$ cat src/include/flash_cmd_pkg.sv
// Purpose: shared constants for the serial flash command block
// Assumes: 40 MHz system clock, spi pins oversampled
// Notes: boot config layout is enable bit, delay byte, start address
package flash_cmd_pkg;
   localparam logic [7:0] OP_LATCH_SET = 8'h06;
   localparam logic [7:0] OP_LATCH_CLEAR = 8'h04;
   localparam logic [7:0] OP_CLEAR_STATUS = 8'h30;
   localparam logic [7:0] OP_ECC_READ = 8'h18;
   localparam logic [7:0] OP_BOOT_RD = 8'h14;
   localparam logic [7:0] OP_BOOT_WR = 8'h15;

   // status_reg_one bit positions, then the quad bit of configRegOne
   localparam int SR_WIP_BIT = 0;
   localparam int SR_WEL_BIT = 1;
   localparam int SR_EERR_BIT = 5;
   localparam int SR_PERR_BIT = 6;
   localparam int CFG_QUAD_BIT = 1;

   // boot_configuration fields
   localparam int BOOT_EN_BIT = 0;
   localparam int BOOT_DLY_LSB = 1;
   localparam int BOOT_DLY_MSB = 8;
   localparam int BOOT_ADDR_LSB = 9;
   localparam logic [31:0] BOOT_CFG_RESET = 32'h0000_0000;

   // bit counts on the serial side, then ecc repeat count and ecc address step
   localparam logic [5:0] OPCODE_BITS = 6'h08;
   localparam logic [5:0] ADDR_BITS = 6'h20;
   localparam logic [5:0] DUMMY_BITS = 6'h08;
   localparam logic [5:0] BOOT_DATA_BITS = 6'h20;
   localparam logic [5:0] CNT_SAT = 6'h3F;
   localparam logic [3:0] ECC_REPEAT_LAST = 4'hF;
   localparam logic [31:0] ECC_UNIT_STEP = 32'h0000_0010;

   // self-timed update of the boot register
   localparam int CLK_MHZ = 40;
   localparam int UPD_TIME_NS = 100000;
   localparam int UPD_CYCLES_INT = (UPD_TIME_NS * CLK_MHZ) / 1000;
   localparam logic [11:0] UPD_LAST = 12'(UPD_CYCLES_INT - 1);

   localparam int FIFO_WIDTH = 8;
   localparam int FIFO_DEPTH = 4;

   typedef enum logic [3:0] {
      ST_IDLE = 4'h0,
      ST_OPC = 4'h1,
      ST_ADDR = 4'h3,
      ST_DUMMY = 4'h2,
      ST_ECC = 4'h6,
      ST_BRD = 4'h7,
      ST_BWR = 4'h5,
      ST_BDLY = 4'h4,
      ST_BOOT = 4'hC,
      ST_SKIP = 4'hD
   } spi_state_e;
endpackage

$ cat src/verilog/byte_fifo.sv
// Purpose: small synchronous fifo between array fetch and serial shifter
// Assumes: DEPTH is a power of two
// Notes: flush empties it at once; a push in the flush cycle is dropped
`timescale 1ns/1ps
module byte_fifo #(
   parameter int WIDTH = 8,
   parameter int DEPTH = 4
) (
   input wire logic clk,
   input wire logic sysRst,
   input wire logic clkEn,
   input wire logic flush,
   input wire logic inValid,
   input wire logic [WIDTH-1:0] inData,
   output logic inReady,
   output logic outValid,
   output logic [WIDTH-1:0] outData,
   input wire logic outReady,
   output logic [$clog2(DEPTH):0] level
);
   localparam int AW = $clog2(DEPTH);
   logic [WIDTH-1:0] mem [DEPTH];
   logic [AW-1:0] wrPtr, rdPtr, next_wrPtr, next_rdPtr;
   logic [AW:0] count, next_count;
   logic push, pop;

   assign inReady = (count != (AW+1)'(DEPTH));
   assign outValid = (count != '0);
   assign outData = mem[rdPtr];
   assign level = count;

   always_comb
   begin
      push = inValid & inReady;
      pop = outValid & outReady;
      next_wrPtr = push ? wrPtr + 1'b1 : wrPtr;
      next_rdPtr = pop ? rdPtr + 1'b1 : rdPtr;
      next_count = count + (AW+1)'(push) - (AW+1)'(pop);
   end

   always_ff @(posedge clk)
   begin
      if (sysRst || (clkEn && flush))
      begin
         wrPtr <= '0;
         rdPtr <= '0;
         count <= '0;
      end
      else if (clkEn)
      begin
         if (push)
            mem[wrPtr] <= inData;
         wrPtr <= next_wrPtr;
         rdPtr <= next_rdPtr;
         count <= next_count;
      end
   end
endmodule

$ cat src/verilog/flash_cmd_ctrl.sv
// Purpose: serial flash latch, status, ecc read and boot register commands
// Assumes: spi mode 0, sck well below clk/4, array answers within a byte time
// Notes: pins are oversampled; outputs change after a detected sck fall
`timescale 1ns/1ps
module flash_cmd_ctrl
   import flash_cmd_pkg::*;
(
   input wire logic clk,
   input wire logic sysRst,
   input wire logic clkEn,
   input wire logic csPin_n,
   input wire logic sckPin,
   input wire logic siPin,
   input wire logic dataLaneTwoPin,
   input wire logic [7:0] configRegOne,
   input wire logic srwdBit,
   input wire logic cmdReset,
   input wire logic [31:0] nvBootCfg,
   input wire logic eraseFail,
   input wire logic programFail,
   input wire logic arrValid,
   input wire logic [7:0] arrData,
   output logic arrReady,
   output logic [31:0] arrAddr,
   output logic arrEcc,
   output logic [3:0] dqOut,
   output logic [3:0] dqOe_n,
   output logic [7:0] statusRegOne,
   output logic [31:0] bootConfiguration,
   output logic nvWrite,
   output logic protectActive
);
   logic [2:0] csSy, sckSy;
   logic [1:0] siSy, laneSy;
   logic rise, fall, csUp, csLow, siBit;

   spi_state_e state, next_state;
   logic [5:0] bitCnt, next_bitCnt;
   logic [31:0] sh, next_sh;
   logic [4:0] brCnt, next_brCnt;
   logic [2:0] phase, next_phase;
   logic [3:0] rep, next_rep;
   logic [7:0] cur, next_cur;
   logic bootByte, next_bootByte;
   logic write_latch_flag, next_wel;
   logic eErr, next_eErr;
   logic pErr, next_pErr;
   logic updOn, next_updOn;
   logic [11:0] updCnt, next_updCnt;
   logic [31:0] updData, next_updData;
   logic bootPending, next_bootPending;
   logic armPending, next_armPending;
   logic fetchOn, next_fetchOn;
   logic [31:0] next_arrAddr, next_bootConfiguration;
   logic next_arrEcc, next_arrReady, next_nvWrite;
   logic [3:0] next_dqOut, next_dqOe_n;

   logic fifoFlush, fifoPop, fifoInReady, fifoOutValid, push, quad, lastPh;
   logic [7:0] fifoOut, newByte, byteNow;
   logic [2:0] fifoLevel;
   logic [31:0] bootStart;
   logic [7:0] bootDelay;
   logic inProgressFlag;

   // first stage feeds only the second; edges use stages two and three
   always_ff @(posedge clk)
   begin
      if (sysRst)
      begin
         csSy <= 3'h7;
         sckSy <= 3'h0;
         siSy <= 2'h0;
         laneSy <= 2'h3;
      end
      else if (clkEn)
      begin
         csSy <= {csSy[1:0], csPin_n};
         sckSy <= {sckSy[1:0], sckPin};
         siSy <= {siSy[0], siPin};
         laneSy <= {laneSy[0], dataLaneTwoPin};
      end
   end

   assign csLow = ~csSy[1];
   assign csUp = csSy[1] & ~csSy[2];
   assign rise = sckSy[1] & ~sckSy[2] & csLow;
   assign fall = ~sckSy[1] & sckSy[2] & csLow;
   assign siBit = siSy[1];
   assign quad = configRegOne[CFG_QUAD_BIT];
   assign push = arrValid & arrReady & fifoInReady;
   assign bootStart = {bootConfiguration[31:BOOT_ADDR_LSB], 9'h000};
   assign bootDelay = bootConfiguration[BOOT_DLY_MSB:BOOT_DLY_LSB];
   // an error keeps the part busy until clear status
   assign inProgressFlag = updOn | eErr | pErr;

   byte_fifo #(
      .WIDTH(FIFO_WIDTH),
      .DEPTH(FIFO_DEPTH)
   ) fetchFifo (
      .clk(clk),
      .sysRst(sysRst),
      .clkEn(clkEn),
      .flush(fifoFlush),
      .inValid(push),
      .inData(arrData),
      .inReady(fifoInReady),
      .outValid(fifoOutValid),
      .outData(fifoOut),
      .outReady(fifoPop),
      .level(fifoLevel)
   );

   always_comb
   begin
      next_state = state;
      next_bitCnt = bitCnt;
      next_sh = sh;
      next_brCnt = brCnt;
      next_phase = phase;
      next_rep = rep;
      next_cur = cur;
      next_bootByte = bootByte;
      next_wel = write_latch_flag;
      next_eErr = eErr;
      next_pErr = pErr;
      next_updOn = updOn;
      next_updCnt = updCnt;
      next_updData = updData;
      next_bootPending = bootPending;
      next_armPending = armPending;
      next_fetchOn = fetchOn;
      next_arrAddr = push ? arrAddr + (arrEcc ? ECC_UNIT_STEP : 32'h0000_0001) : arrAddr;
      next_arrEcc = arrEcc;
      next_bootConfiguration = bootConfiguration;
      next_nvWrite = 1'b0;
      next_dqOut = dqOut;
      next_dqOe_n = dqOe_n;
      fifoFlush = 1'b0;
      fifoPop = 1'b0;
      newByte = {sh[6:0], siBit};
      lastPh = 1'b0;
      byteNow = cur;

      // self-timed boot register update
      if (updOn)
      begin
         next_updCnt = updCnt + 12'h001;
         if (updCnt == UPD_LAST)
         begin
            next_updOn = 1'b0;
            next_wel = 1'b0;
            next_eErr = eErr | eraseFail;
            next_pErr = pErr | programFail;
            if (!eraseFail && !programFail)
            begin
               next_bootConfiguration = updData;
               next_nvWrite = 1'b1;
            end
         end
      end

      if (armPending)
      begin
         // reset reloads the stored word and arms the boot read if its enable bit is set
         next_armPending = 1'b0;
         next_bootConfiguration = nvBootCfg;
         next_bootPending = nvBootCfg[BOOT_EN_BIT];
         next_fetchOn = nvBootCfg[BOOT_EN_BIT];
         next_arrAddr = {nvBootCfg[31:BOOT_ADDR_LSB], 9'h000};
         next_arrEcc = 1'b0;
         fifoFlush = 1'b1;
         next_state = ST_IDLE;
      end
      else if (csUp)
      begin
         case (state)
            ST_OPC:
               if (bitCnt == OPCODE_BITS)
               begin
                  if (sh[7:0] == OP_LATCH_SET)
                     next_wel = 1'b1;
                  else if (sh[7:0] == OP_LATCH_CLEAR && !inProgressFlag)
                     next_wel = 1'b0;
                  else if (sh[7:0] == OP_CLEAR_STATUS)
                  begin
                     // an error set in this same cycle survives
                     next_eErr = updOn && updCnt == UPD_LAST && eraseFail;
                     next_pErr = updOn && updCnt == UPD_LAST && programFail;
                  end
               end
            ST_BWR:
               if (bitCnt == BOOT_DATA_BITS && !updOn)
               begin
                  next_updOn = 1'b1;
                  next_updCnt = 12'h000;
                  next_updData = {sh[7:0], sh[15:8], sh[23:16], sh[31:24]};
               end
            ST_BOOT, ST_BDLY:
               if (bootByte)
                  next_bootPending = 1'b0;
            default:
            begin
            end
         endcase
         next_state = ST_IDLE;
         next_dqOe_n = 4'hF;
         fifoFlush = 1'b1;
         // a cut-short boot frame restarts from the start address
         next_fetchOn = (state == ST_BOOT || state == ST_BDLY) ? !bootByte : bootPending;
         next_arrEcc = 1'b0;
         next_arrAddr = bootStart;
      end
      else if (state == ST_IDLE)
      begin
         if (csLow)
         begin
            next_bitCnt = 6'h00;
            next_sh = 32'h0000_0000;
            next_phase = 3'h0;
            next_bootByte = 1'b0;
            if (bootPending)
               next_state = (bootDelay == 8'h00) ? ST_BOOT : ST_BDLY;
            else
               next_state = ST_OPC;
         end
      end
      else if (rise)
      begin
         if (bitCnt != CNT_SAT)
            next_bitCnt = bitCnt + 6'h01;
         case (state)
            ST_OPC:
            begin
               next_sh = {sh[30:0], siBit};
               if (bitCnt == OPCODE_BITS - 6'h01)
               begin
                  next_bitCnt = 6'h00;
                  if (newByte == OP_ECC_READ)
                     next_state = ST_ADDR;
                  else if (newByte == OP_BOOT_RD)
                  begin
                     next_state = ST_BRD;
                     next_brCnt = 5'h00;
                  end
                  else if (newByte == OP_BOOT_WR)
                     next_state = write_latch_flag ? ST_BWR : ST_SKIP;
                  else
                     next_bitCnt = OPCODE_BITS;
               end
            end
            ST_ADDR:
            begin
               next_sh = {sh[30:0], siBit};
               if (bitCnt == ADDR_BITS - 6'h01)
               begin
                  // low four address bits are forced to a unit boundary
                  next_arrAddr = {sh[30:3], 4'h0};
                  next_arrEcc = 1'b1;
                  next_fetchOn = 1'b1;
                  fifoFlush = 1'b1;
                  next_bitCnt = 6'h00;
                  next_state = ST_DUMMY;
               end
            end
            ST_DUMMY:
               if (bitCnt == DUMMY_BITS - 6'h01)
               begin
                  next_state = ST_ECC;
                  next_rep = 4'h0;
                  next_phase = 3'h0;
               end
            ST_BWR:
               next_sh = {sh[30:0], siBit};
            ST_BDLY:
            begin
               // sh counts delay rises; bitCnt saturates below the eight-bit range
               next_sh = sh + 32'h0000_0001;
               if (sh[7:0] == bootDelay - 8'h01)
                  next_state = ST_BOOT;
            end
            default:
            begin
            end
         endcase
      end
      else if (fall)
      begin
         case (state)
            ST_BRD:
            begin
               next_dqOe_n = 4'hD;
               next_dqOut = {2'h0, bootConfiguration[{brCnt[4:3], ~brCnt[2:0]}], 1'b0};
               next_brCnt = brCnt + 5'h01;
            end
            ST_ECC, ST_BOOT:
            begin
               lastPh = (state == ST_BOOT && quad);
               if (phase == 3'h0)
               begin
                  if (state == ST_BOOT || rep == 4'h0)
                  begin
                     byteNow = fifoOut;
                     fifoPop = fifoOutValid;
                  end
                  next_cur = byteNow;
                  if (state == ST_ECC)
                     next_rep = rep + 4'h1;
               end
               if (lastPh)
               begin
                  next_dqOe_n = 4'h0;
                  next_dqOut = phase[0] ? byteNow[3:0] : byteNow[7:4];
                  next_phase = {2'h0, ~phase[0]};
                  if (phase[0])
                     next_bootByte = 1'b1;
               end
               else
               begin
                  next_dqOe_n = 4'hD;
                  next_dqOut = {2'h0, byteNow[~phase], 1'b0};
                  next_phase = phase + 3'h1;
                  if (phase == 3'h7 && state == ST_BOOT)
                     next_bootByte = 1'b1;
               end
            end
            default:
            begin
            end
         endcase
      end

      if (cmdReset)
      begin
         next_armPending = 1'b1;
         next_state = ST_IDLE;
         next_dqOe_n = 4'hF;
      end
      next_arrReady = next_fetchOn && !fifoFlush
         && (fifoLevel + 3'(push) < 3'(FIFO_DEPTH));
   end

   always_ff @(posedge clk)
   begin
      if (sysRst)
      begin
         state <= ST_IDLE;
         bitCnt <= 6'h00;
         sh <= 32'h0000_0000;
         brCnt <= 5'h00;
         phase <= 3'h0;
         rep <= 4'h0;
         cur <= 8'h00;
         bootByte <= 1'b0;
         write_latch_flag <= 1'b0;
         eErr <= 1'b0;
         pErr <= 1'b0;
         updOn <= 1'b0;
         updCnt <= 12'h000;
         updData <= 32'h0000_0000;
         bootPending <= 1'b0;
         armPending <= 1'b1;
         fetchOn <= 1'b0;
         arrAddr <= 32'h0000_0000;
         arrEcc <= 1'b0;
         arrReady <= 1'b0;
         bootConfiguration <= BOOT_CFG_RESET;
         nvWrite <= 1'b0;
         dqOut <= 4'h0;
         dqOe_n <= 4'hF;
         statusRegOne <= 8'h00;
         protectActive <= 1'b0;
      end
      else if (clkEn)
      begin
         state <= next_state;
         bitCnt <= next_bitCnt;
         sh <= next_sh;
         brCnt <= next_brCnt;
         phase <= next_phase;
         rep <= next_rep;
         cur <= next_cur;
         bootByte <= next_bootByte;
         write_latch_flag <= next_wel;
         eErr <= next_eErr;
         pErr <= next_pErr;
         updOn <= next_updOn;
         updCnt <= next_updCnt;
         updData <= next_updData;
         bootPending <= next_bootPending;
         armPending <= next_armPending;
         fetchOn <= next_fetchOn;
         arrAddr <= next_arrAddr;
         arrEcc <= next_arrEcc;
         arrReady <= next_arrReady;
         bootConfiguration <= next_bootConfiguration;
         nvWrite <= next_nvWrite;
         dqOut <= next_dqOut;
         dqOe_n <= next_dqOe_n;
         statusRegOne <= {1'b0, next_pErr, next_eErr, 3'h0, next_wel,
            next_updOn | next_eErr | next_pErr};
         protectActive <= srwdBit & ~laneSy[1] & ~quad;
      end
   end
endmodule

$ cat config.mk
export PLATFORM = sky130hd
export DESIGN_NAME = flash_cmd_ctrl
export DESIGN_NICKNAME = d
export VERILOG_FILES = /design/src/include/flash_cmd_pkg.sv /design/src/verilog/byte_fifo.sv /design/src/verilog/flash_cmd_ctrl.sv
export SDC_FILE = /design/constraint.sdc
export NUM_CORES = 1
export LEC_CHECK = 0
export BUFFER_PORTS_ARGS = -buffer_cell sky130_fd_sc_hd__buf_2
export CORE_ASPECT_RATIO = 1.4
export CORE_MARGIN = 4
export CORE_UTILIZATION = 47
export CTS_CLUSTER_DIAMETER = 100
export DETAILED_ROUTE_END_ITERATION = 8
export GPL_TIMING_DRIVEN = 0
export PLACE_DENSITY = 0.68
export SLEW_MARGIN = 0
export SYNTH_ARGS = -nofsm -noshare
export SYNTH_HDL_FRONTEND = slang
export SYNTH_SLANG_ARGS = --single-unit
$ cat constraint.sdc
create_clock -name clk -period 5.06 [get_ports clk]
set_input_delay 0.759 -clock clk [delete_from_list [all_inputs] [get_ports clk]]
set_output_delay 0.759 -clock clk [all_outputs]
set_load 0.01 [all_outputs]
Word-level counts from Yosys, hierarchy flattened --
Memories as Yosys holds them, arrays and structs flattened. A register that Yosys moved wholly into a read port is not among the register bits. Cells that the tools add are included.
Storage, ports and cells: input port bits 60, output and inout port bits 84, register bits 211, memory bits (writable) 32, memories 1
Memory list:
- fetchFifo.mem | depth 4, width 8, read ports 1, clocked after memory_dff 1, wr ports 1, RTL line byte_fifo.sv:22 | logic [WIDTH-1:0] mem [DEPTH];
Cells by class: bitwise gates (word level) 30, $add $sub $neg 13, equal/unequal tests 43, reductions and logical operators 70, muxes and demuxes 174, $lt $le $gt $ge 3
Operator list (number):
- 32-bit 2-to-1 mux | 14
- 4-bit 2-to-1 mux | 35
- 1-bit 2-to-1 mux | 81
- 8-bit 2-to-1 mux | 8
- 32-bit one-hot mux with 2 select lines | 1
- 12-bit 2-to-1 mux | 5
- 5-bit 2-to-1 mux | 8
- 6-bit 2-to-1 mux | 6
- 32-bit by 1-bit adder with 32-bit output, second input constant | 1
- 32-bit by 5-bit adder with 32-bit output | 1
- 2-bit nonzero test | 15
- 3-bit nonzero test | 9
- 8-bit by 5-bit equality test with 1-bit output, second input constant | 3
- 3-bit 2-to-1 mux | 8
- 6-bit inequality test, second input constant | 4
- 10-bit AND reduction | 2
- 9-bit AND reduction | 2
- 4-bit by 3-bit equality test with 1-bit output, second input constant | 4
- 8-bit by 3-bit equality test with 1-bit output, second input constant | 2
- 4-bit one-hot mux with 2 select lines | 2
- 4-bit one-hot mux with 4 select lines | 1
- 5-bit AND reduction | 3
- 7-bit AND reduction | 2
- 12-bit by 1-bit adder with 12-bit output, second input constant | 1
- 53 further kinds | 115

Depth between registers and ports, before layout --
Gate-level depths: netlist of run 1.
depth after elaboration 14, depth in mapped cells 16, depth with buffers taken out 14

Modules after synthesis --
Synthesis of run 1 repeated with hierarchy kept, for this count alone.
Unflattened totals: cells, all modules 1584, area total of the unflattened synthesis 13126.3 µm²
Modules (own cells, without submodules):
- flash_cmd_ctrl | times used 1, cells an instance 1484, area each 11437.2 µm²
- byte_fifo | times used 1, cells an instance 100, area each 1689.1 µm²

Worst setup path after synthesis of run 1 --
Ideal clock, no wire load.
path type flip-flop to flip-flop, start register state[3], end register fetchFifo.count[2], in the netlist fetchFifo.level[2], cell stages (with the launch flop) 15, setup slack 2.035 ns, data required time 4.932 ns, period minus slack after synthesis 3.025 ns, library setup time 0.128 ns, buffers on the path 2, arrival 2.897 ns, cell sequence dfxtp_1 clkbuf_1 nor4bb_1 o21a_1 buf_2 and3_1 ha_1 inv_1 ha_1 inv_1 fa_1 xnor2_1 nor2_1 xnor2_1 nor2_1
On the way: word-level cells in the longest chain between the ends 12, elaborated cells on any way between the ends 23, classes of those cells 1 x add/sub; 3 x eq/ne; 13 x mux; 1 x bitwise; 5 x reduce/logical
Ends and longest elaborated chain:
- from (decl) | RTL line flash_cmd_ctrl.sv:37 | spi_state_e state, next_state;
- from (signal assigned) | RTL line flash_cmd_ctrl.sv:375 | state <= next_state;
- 4-bit equality test | RTL line flash_cmd_ctrl.sv:288, flash_cmd_ctrl.sv:300
- 1-bit logical OR | RTL line flash_cmd_ctrl.sv:300 | if (state == ST_BOOT || rep == 4'h0)
- 1-bit 2-to-1 mux | RTL line flash_cmd_ctrl.sv:300
- 1-bit 2-to-1 mux | RTL line flash_cmd_ctrl.sv:298 | if (phase == 3'h0)
- 1-bit 2-to-1 mux | RTL line flash_cmd_ctrl.sv:288 | case (state)
- 1-bit 2-to-1 mux | RTL line flash_cmd_ctrl.sv:286 | else if (fall)
- 1-bit 2-to-1 mux | RTL line flash_cmd_ctrl.sv:227 | else if (rise)
- 1-bit 2-to-1 mux | RTL line flash_cmd_ctrl.sv:213 | else if (state == ST_IDLE)
- 1-bit 2-to-1 mux | RTL line flash_cmd_ctrl.sv:174 | else if (csUp)
- 1-bit 2-to-1 mux | RTL line flash_cmd_ctrl.sv:162 | if (armPending)
- 1-bit AND | RTL line byte_fifo.sv:35 | pop = outValid & outReady;
- 3-bit by 1-bit subtractor with 3-bit output | RTL line byte_fifo.sv:38 | next_count = count + (AW+1)'(push) - (AW+1)'(pop);
- to (signal assigned) | RTL line byte_fifo.sv:55 | count <= next_count;
- to (decl) | RTL line byte_fifo.sv:24 | logic [AW:0] count, next_count;
Parallel ways exist; a longest one is shown, timed or not. A chain may end at the register's enable or synchronous reset.

Final worst setup path of run 1 --
Same ends and word-level chain as after synthesis.

==> results of run 1 <==
critical path, cell delays in order (launching register included):
cell	delay (ps)
dfxtp_1	320
clkbuf_1	230
buf_1	330
nor4_1	1060
nor4_1	150
and3_1	270
ha_1	290
inv_1	60
ha_1	140
inv_1	60
fa_1	400
xnor2_1	130
nor2_1	120
xnor2_1	130
nor2_1	50
worst min-delay path by stage:
| stage | startpoint | end | slack [ps] | depth (start not counted) |
|---|---|---|---|---|
| after floorplan | updData[0]$_SDFFE_PP0P_ | updData[0]$_SDFFE_PP0P_ | 440 | 2 |
| after global placement | dqOe_n[1]$_SDFFE_PP1P_ | dqOe_n[1]$_SDFFE_PP1P_ | 430 | 2 |
| after detailed placement | dqOe_n[1]$_SDFFE_PP1P_ | dqOe_n[1]$_SDFFE_PP1P_ | 440 | 2 |
| after CTS | arrData[5] | fetchFifo.mem[2][5]$_DFFE_PP_ | 400 | 1 |
| after global routing | arrData[1] | fetchFifo.mem[0][1]$_DFFE_PP_ | 410 | 1 |
| final | arrData[2] | fetchFifo.mem[0][2]$_DFFE_PP_ | 430 | 1 |
through the flow:
step / total power (W) / util, % / setup WS [ps]
after floorplan: 0.002288 / - / 2035
after global placement: 0.002468 / 52.22 / 899.9
after detailed placement: 0.002473 / 52.24 / 1042
after CTS: 0.004493 / 55.58 / 1336
after global routing: 0.004604 / 55.60 / 1085
final: 0.004491 / 55.60 / 1172
synth_stat cells (5+ instances only):
library cell | instances | share of area [%]
a221oi_1 | 7 | 0.47
nand2_1 | 208 | 6.0
nor2_1 | 154 | 4.4
o22ai_1 | 5 | 0.24
clkbuf_1 | 106 | 3.1
ha_1 | 22 | 2.1
or3_1 | 15 | 0.72
nand3_1 | 54 | 2.1
and2_1 | 9 | 0.43
a21oi_1 | 125 | 4.8
a22oi_1 | 11 | 0.63
buf_1 | 11 | 0.32
a32oi_1 | 6 | 0.40
nor4_1 | 25 | 1.2
nand4_1 | 28 | 1.3
xor2_1 | 20 | 1.3
or4_1 | 6 | 0.35
o31ai_1 | 14 | 0.81
a31o_2 | 5 | 0.34
edfxtp_1 | 32 | 7.4
o21a_1 | 9 | 0.52
or2_2 | 14 | 0.67
a311oi_1 | 18 | 1.2
mux2i_1 | 55 | 4.2
nor3b_1 | 9 | 0.52
a221o_1 | 14 | 1.1
o221a_2 | 6 | 0.52
o21ai_0 | 72 | 2.8
buf_2 | 6 | 0.23
mux4_2 | 19 | 3.3
nor3_1 | 32 | 1.2
inv_1 | 36 | 1.0
a31oi_1 | 17 | 0.82
dfxtp_1 | 208 | 32
xnor2_1 | 19 | 1.3
buf_4 | 9 | 0.52
and3_1 | 19 | 0.91
nand2b_1 | 10 | 0.48
a211oi_1 | 39 | 2.2
a21o_1 | 6 | 0.35
power breakdown:
| group | leakage (nW) | switching, W | internal [W] |
|---|---|---|---|
| sequential | 1.98 | 0.0000594 | 0.00197 |
| clock | 0.427 | 0.000830 | 0.00122 |
| combinational | 3.16 | 0.000265 | 0.000148 |
layout make-up:
type	count	share of cell area (%)
diodes	2	0.03322
plain buffers	137	3.895
clock buffers	33	4.834
clock inverters	14	1.179
inverters	37	0.9219
multi-input cells	1152	47.73
flip-flops and latches	240	34.02
well taps	365	3.032
repair buffers	131	4.352
layer usage:
layer	part of all wire [%]	GRT usage [%]	up-vias
met2	47	54.02	739
met3	8.7	5.554	242
met5	0.042	0	-
li1	-	-	6012
met1	36	37.53	6331
met4	7.6	21.29	4
logic make-up after synthesis:
logic type               share of synthesized area, %
buffers and inverters                           5.571
XOR/XNOR                                        2.622
multiplexers                                    7.858
AND/OR/NAND/NOR                                 22.34
other                                         0.02879
flip-flops                                      39.35
adder cells (fa/ha/maj)                         2.267
AO/OA/AOI/OAI                                   19.96
flip-flops by register name (all words and copies together) (netlist names), 5 cells and up, named ones only:
name,cells
sh,32
updCnt,12
brCnt,5
cur,8
updData,32
fetchFifo.mem,32
arrAddr,32
bootConfiguration,32
bitCnt,6
==> results.toml, run 1 <==
[clock_network]
cts_tree = "yes"
cts_resized = 0
path_clk_slew_ps = 60
clkLatencyLatePin_ps = 550
clk_path_buf_depth = 3
post-cts-setup-buffers = 0
cts_max_level = 1
cts_root_buf = "clkbuf_16"
cts_hold_repair.buffers = 0
cts_buffers = 26
cts_sinks = 240

[floorplanning]
ios = 144
core_area_um2 = 27090
rows = 71
start_util_pct = 48.07
fp.dieH_um = 205.0
die_x_um = 148.7
die-area_um2 = 30480

[finish]
syn_to_final_growth_pct = 15.66
fillCellCount = 2583
drive_above_1_share_pct = 14.39
multi_input_area_um2 = 7191
design_area_um2 = 15060
mostFrequentLayoutCells = "208 x nand2_1, 208 x dfxtp_1, 154 x nor2_1, 137 x buf_2, 125 x a21oi_1"
finalNonFillerCells = 2111
seq_area_um2 = 5125
fin_nets = 1808

[global_route]
grt-ovfl-total = 0
antenna_found_initial = 3
grt_pass1_vias = 12920
grt_max_degree = 16
grt_pass1_wl_mm = 75.68
track_usage_pct = 32.18

[pwr]
power_density_nw_per_um2 = 298.1
vdd_drop_max_mv = 0.2895
leakage_nw = 5.562

[setup_path]
timing.rr.end = "fetchFifo.level[2]$_SDFFE_PP0P_"
reg2reg_from = "state[3]$_SDFFE_PP0P_"
start_kind = "flip-flop"
endpoint = "fetchFifo.level[2]$_SDFFE_PP0P_"
cp-end-kind = "flip-flop"
r2r_cells = 14
worstSetupStartpoint = "state[3]$_SDFFE_PP0P_"
cp.required_ps = 5470
cp_max_fo = 10
r2r_slack_ps = 1170
crit_type = "reg -> reg"
worstPathArrival_ps = 4300

[min_path]
hold_class = "in -> reg"

[routing]
drtIter0Drc = 1374
vias = 13330
routedWlPerCell_um = 23.95
drt-pass1-iter-count = 8
wl_mm = 50.56
viasPerCell = 6.314
drcViolationCount = 0
drtAntennaViolNets = 0

[sta]
worst_pin_slew_ps = 1352
fin_tns_setup_ps = 0
slew_headroom_pct = 9.288
grt_setup_unrepaired = "false"
worst_hold_slack_ps = 425.4
fin_skew_ps = 14.19
fin_crit_sh_pct = 76.83
fin_crit_ps = 3888
hold_viol = 0
maxSlewViolCount = 0
setup_violations = 0
fmax_ghz = 0.2572

[placement]
dp_hpwl_mm = 37.84
place.gp.congestion = 0.9935
dp.cells = 2062
port_buffers = 131
dpl_cell_area_um2 = 14150

[yosys]
ys_seq_area_share_pct = 39.35
netlist_area_um2 = 13020
ys_seq_elements = 240
syn_inst = 1563
synthFlopType = "dfxtp_1"
synth_async_sr_flop_share_pct = 0
synth_edf_count = 32
synthDistinctLibCells = 77
syn_avg_cell_area_um2 = 8.333
synth-warning-count = 0

[job]
cap_viol_max_count = 0

[status]
status = "finished clean"
No activity file was read; power rests on OpenSTA's default activity.
==> inputs of run 2 (changes only) <==
--- a/config.mk
+++ b/config.mk
@@ -5,6 +5,7 @@
 export SDC_FILE = /design/constraint.sdc
 export NUM_CORES = 1
 export LEC_CHECK = 0
+export ABC_AREA = 1
 export BUFFER_PORTS_ARGS = -buffer_cell sky130_fd_sc_hd__buf_2
 export CORE_ASPECT_RATIO = 1.4
 export CORE_MARGIN = 4
@@ -12,7 +13,7 @@
 export CTS_CLUSTER_DIAMETER = 100
 export DETAILED_ROUTE_END_ITERATION = 8
 export GPL_TIMING_DRIVEN = 0
-export PLACE_DENSITY = 0.68
+export PLACE_DENSITY = 0.71
 export SLEW_MARGIN = 0
 export SYNTH_ARGS = -nofsm -noshare
 export SYNTH_HDL_FRONTEND = slang
==> constraint.sdc (replaced) <==
create_clock -name clk -period 3.5 [get_ports clk]
set_input_delay 0.525 -clock clk [delete_from_list [all_inputs] [get_ports clk]]
set_output_delay 0.525 -clock clk [all_outputs]
set_load 0.01 [all_outputs]
==> run 2 against run 1 <==
Effect of this change: clock skew increased by 1.7 ps; register-to-register slack got worse by 820 ps; clock-buffer cell count decreased by 1; sequential cell count unchanged; cell count increased by 24%; worst setup slack got worse by 820 ps; critical path type unchanged; critical endpoint unchanged; largest cell class unchanged; highest routed layer is now met4.
==> results.toml, run 2 <==
[status]
status = "finished clean"

[yosys]
netlist_area_um2 = 13800
syn_avg_cell_area_um2 = 6.731
synth_async_sr_flop_share_pct = 0
yosys.area.top_type = "dfxtp_1"
synth_common_cells = "440 x nand2_1, 259 x inv_1, 218 x o21ai_0"
ys_seq_elements = 240
synth.most_common_cell = "nand2_1"
synthDistinctLibCells = 55
synth_edf_count = 32
synth.area.top_cells = "dfxtp_1 30%, nand2_1 12%, o21ai_0 7.9%, a21oi_1 7.9%, inv_1 7.0%"
synth-warning-count = 0
synthFlopType = "dfxtp_1"
yosys.area.top_type_share_pct = 30.18
ys_seq_area_share_pct = 37.14
syn_inst = 2050

[setup_path]
r2r_slack_ps = 350
cp_num_buf_inv = 5
reg2reg_from = "phase[0]$_SDFFE_PP0P_"
cp-end-kind = "flip-flop"
worstPathCellList = "clkbuf_1 -> inv_2 -> ha_1 -> nand2_1 -> inv_1 -> nand2_2 -> nor3_2 -> ha_1 -> inv_1 -> ha_1 -> inv_1 -> fa_1 -> a21oi_1 -> o21ai_0 -> xor2_1 -> nor2_1"
start_kind = "flip-flop"
max_stage_delay_ps = 400
r2r_cells = 16
crit_family = "adder cells"
crit_type = "reg -> reg"
worstPathArrival_ps = 3590
cp_max_fo = 9
timing.rr.end = "fetchFifo.level[2]$_SDFFE_PP0P_"
cp.required_ps = 3940
cp_slowest_cell = "fa_1"

[floorplanning]
core_area_um2 = 29070
die_x_um = 152.8
ios = 144
die-area_um2 = 32200
start_util_pct = 47.46
rows = 74
fp.dieH_um = 210.7

[global_route]
antenna_found_initial = 0
grt_max_degree = 15
grt-ovfl-total = 0
grt_pass1_vias = 13940
track_usage_pct = 31.60
grt_pass1_wl_mm = 79.66

[finish]
fillCellCount = 2940
design_area_um2 = 15830
drive_above_1_share_pct = 11.75
mostFrequentLayoutCell = "nand2_1"
antenna_cells = 0
mostFrequentLayoutCells = "440 x nand2_1, 259 x inv_1, 218 x o21ai_0, 217 x a21oi_1, 208 x dfxtp_1"
fin_nets = 2294
utilization_pct = 54.44
syn_to_final_growth_pct = 14.71
finalNonFillerCells = 2609

[clock_network]
cts_max_level = 1
cts_root_buf = "clkbuf_16"
clkLatencyLatePin_ps = 550
path_clk_slew_ps = 60
post-cts-setup-buffers = 0
cts_hold_repair.buffers = 0
cts_sinks = 240
cts_buffers = 25
clk_path_buf_depth = 3
cts_tree = "yes"
cts_resized = 0

[placement]
place.gp.congestion = 1.034
dp.cells = 2564
dpl_cell_area_um2 = 14940
dp_hpwl_mm = 41.72
port_buffers = 131
place_ws_ps = 268.4

[sta]
fin_crit_sh_pct = 90.03
setup_ws_ps = 349.0
hold_viol = 0
grt_setup_unrepaired = "false"
fmax_ghz = 0.3174
maxSlewViolCount = 0
fin_crit_ps = 3151
setup_violations = 0
fin_skew_ps = 15.88
fin_tns_setup_ps = 0
slew_headroom_pct = 32.12
worst_pin_slew_ps = 1018

[min_path]
holdPathStages = 1
hold_class = "in -> reg"
holdCritStartpoint = "arrData[2]"
min_to = "fetchFifo.mem[2][2]$_DFFE_PP_"

[pwr]
vdd_drop_max_mv = 0.3149
leakage_nw = 6.395
power_density_nw_per_um2 = 429.3

[routing]
drcViolationCount = 0
drtAntennaViolNets = 0
routedWlPerCell_um = 20.35
drt-pass1-iter-count = 6
viasPerCell = 5.672
vias = 14800
wl_mm = 53.08
drtIter0Drc = 1451

[job]
cap_viol_max_count = 0
run 2: cell count changes after synthesis, sizes merged, moves of 40 or more:
cell,previous run,this run
mux2i,55,1
nand3,54,94
o21ai,72,229
a21oi,125,237
nand2,208,447
inv,36,271
run 2: layout make-up:
cell class | count | area [um^2] | area share (%)
Clock inverter | 13 | 175.2 | 1.107
Timing Repair Buffer | 131 | 655.6 | 4.142
Inverter | 273 | 1030 | 6.506
Multi-Input combinational cell | 1435 | 7196 | 45.46
Buffer | 105 | 459.2 | 2.901
Tap cell | 380 | 475.5 | 3.004
Clock buffer | 32 | 711.9 | 4.498
Sequential cell | 240 | 5125 | 32.38
run 2: worst max-delay path by stage:
stage | startpoint | to | cells past startpoint
6_report | phase[0]$_SDFFE_PP0P_ | fetchFifo.level[2]$_SDFFE_PP0P_ | 16
5_1_grt | phase[0]$_SDFFE_PP0P_ | fetchFifo.level[2]$_SDFFE_PP0P_ | 16
4_1_cts | phase[0]$_SDFFE_PP0P_ | fetchFifo.level[2]$_SDFFE_PP0P_ | 16
3_5_place_dp | phase[0]$_SDFFE_PP0P_ | fetchFifo.level[2]$_SDFFE_PP0P_ | 16
3_3_place_gp | phase[0]$_SDFFE_PP0P_ | fetchFifo.level[2]$_SDFFE_PP0P_ | 16
2_1_floorplan | phase[0]$_SDFFE_PP0P_ | fetchFifo.level[2]$_SDFFE_PP0P_ | 16
run 2: through the flow:
stage / total power (W) / hold slack, ps
floorplan: 0.003540 / 411.6
global placement: 0.003901 / 425.1
detailed placement: 0.003913 / 439.3
CTS: 0.006781 / 187.6
global route: 0.006990 / 204.9
finish: 0.006796 / 198.3
run 2: cells by family after synthesis:
| group | Yosys count | synth area share, % |
|---|---|---|
| AND/OR/NAND/NOR | 844 | 26.76 |
| flip-flops | 240 | 37.14 |
| AO/OA/AOI/OAI | 528 | 20.85 |
| adder cells (fa/ha/maj) | 23 | 2.140 |
| buffers and inverters | 378 | 10.79 |
| other | 1 | 0.02718 |
| multiplexers | 1 | 0.07255 |
| XOR/XNOR | 35 | 2.222 |
run 2: report_power, final:
part	switching [W]	leakage [nW]	total [W]	internal (W)
clock	0.00119	0.433	0.00291	0.00173
sequential	0.000122	1.98	0.00299	0.00287
combinational	0.000631	3.98	0.000890	0.000260
total	0.00194	6.40	0.00680	0.00486
run 2: metal layers:
layer  vias to the layer above  global-route usage (%)  share of wire (%)
li1                       7082                       -                  -
met1                      6847                   36.38                 37
met2                       693                   55.83                 49
met3                       175                   3.300                6.4
met4                         0                   20.47                7.7
met5                         -                       0                  0
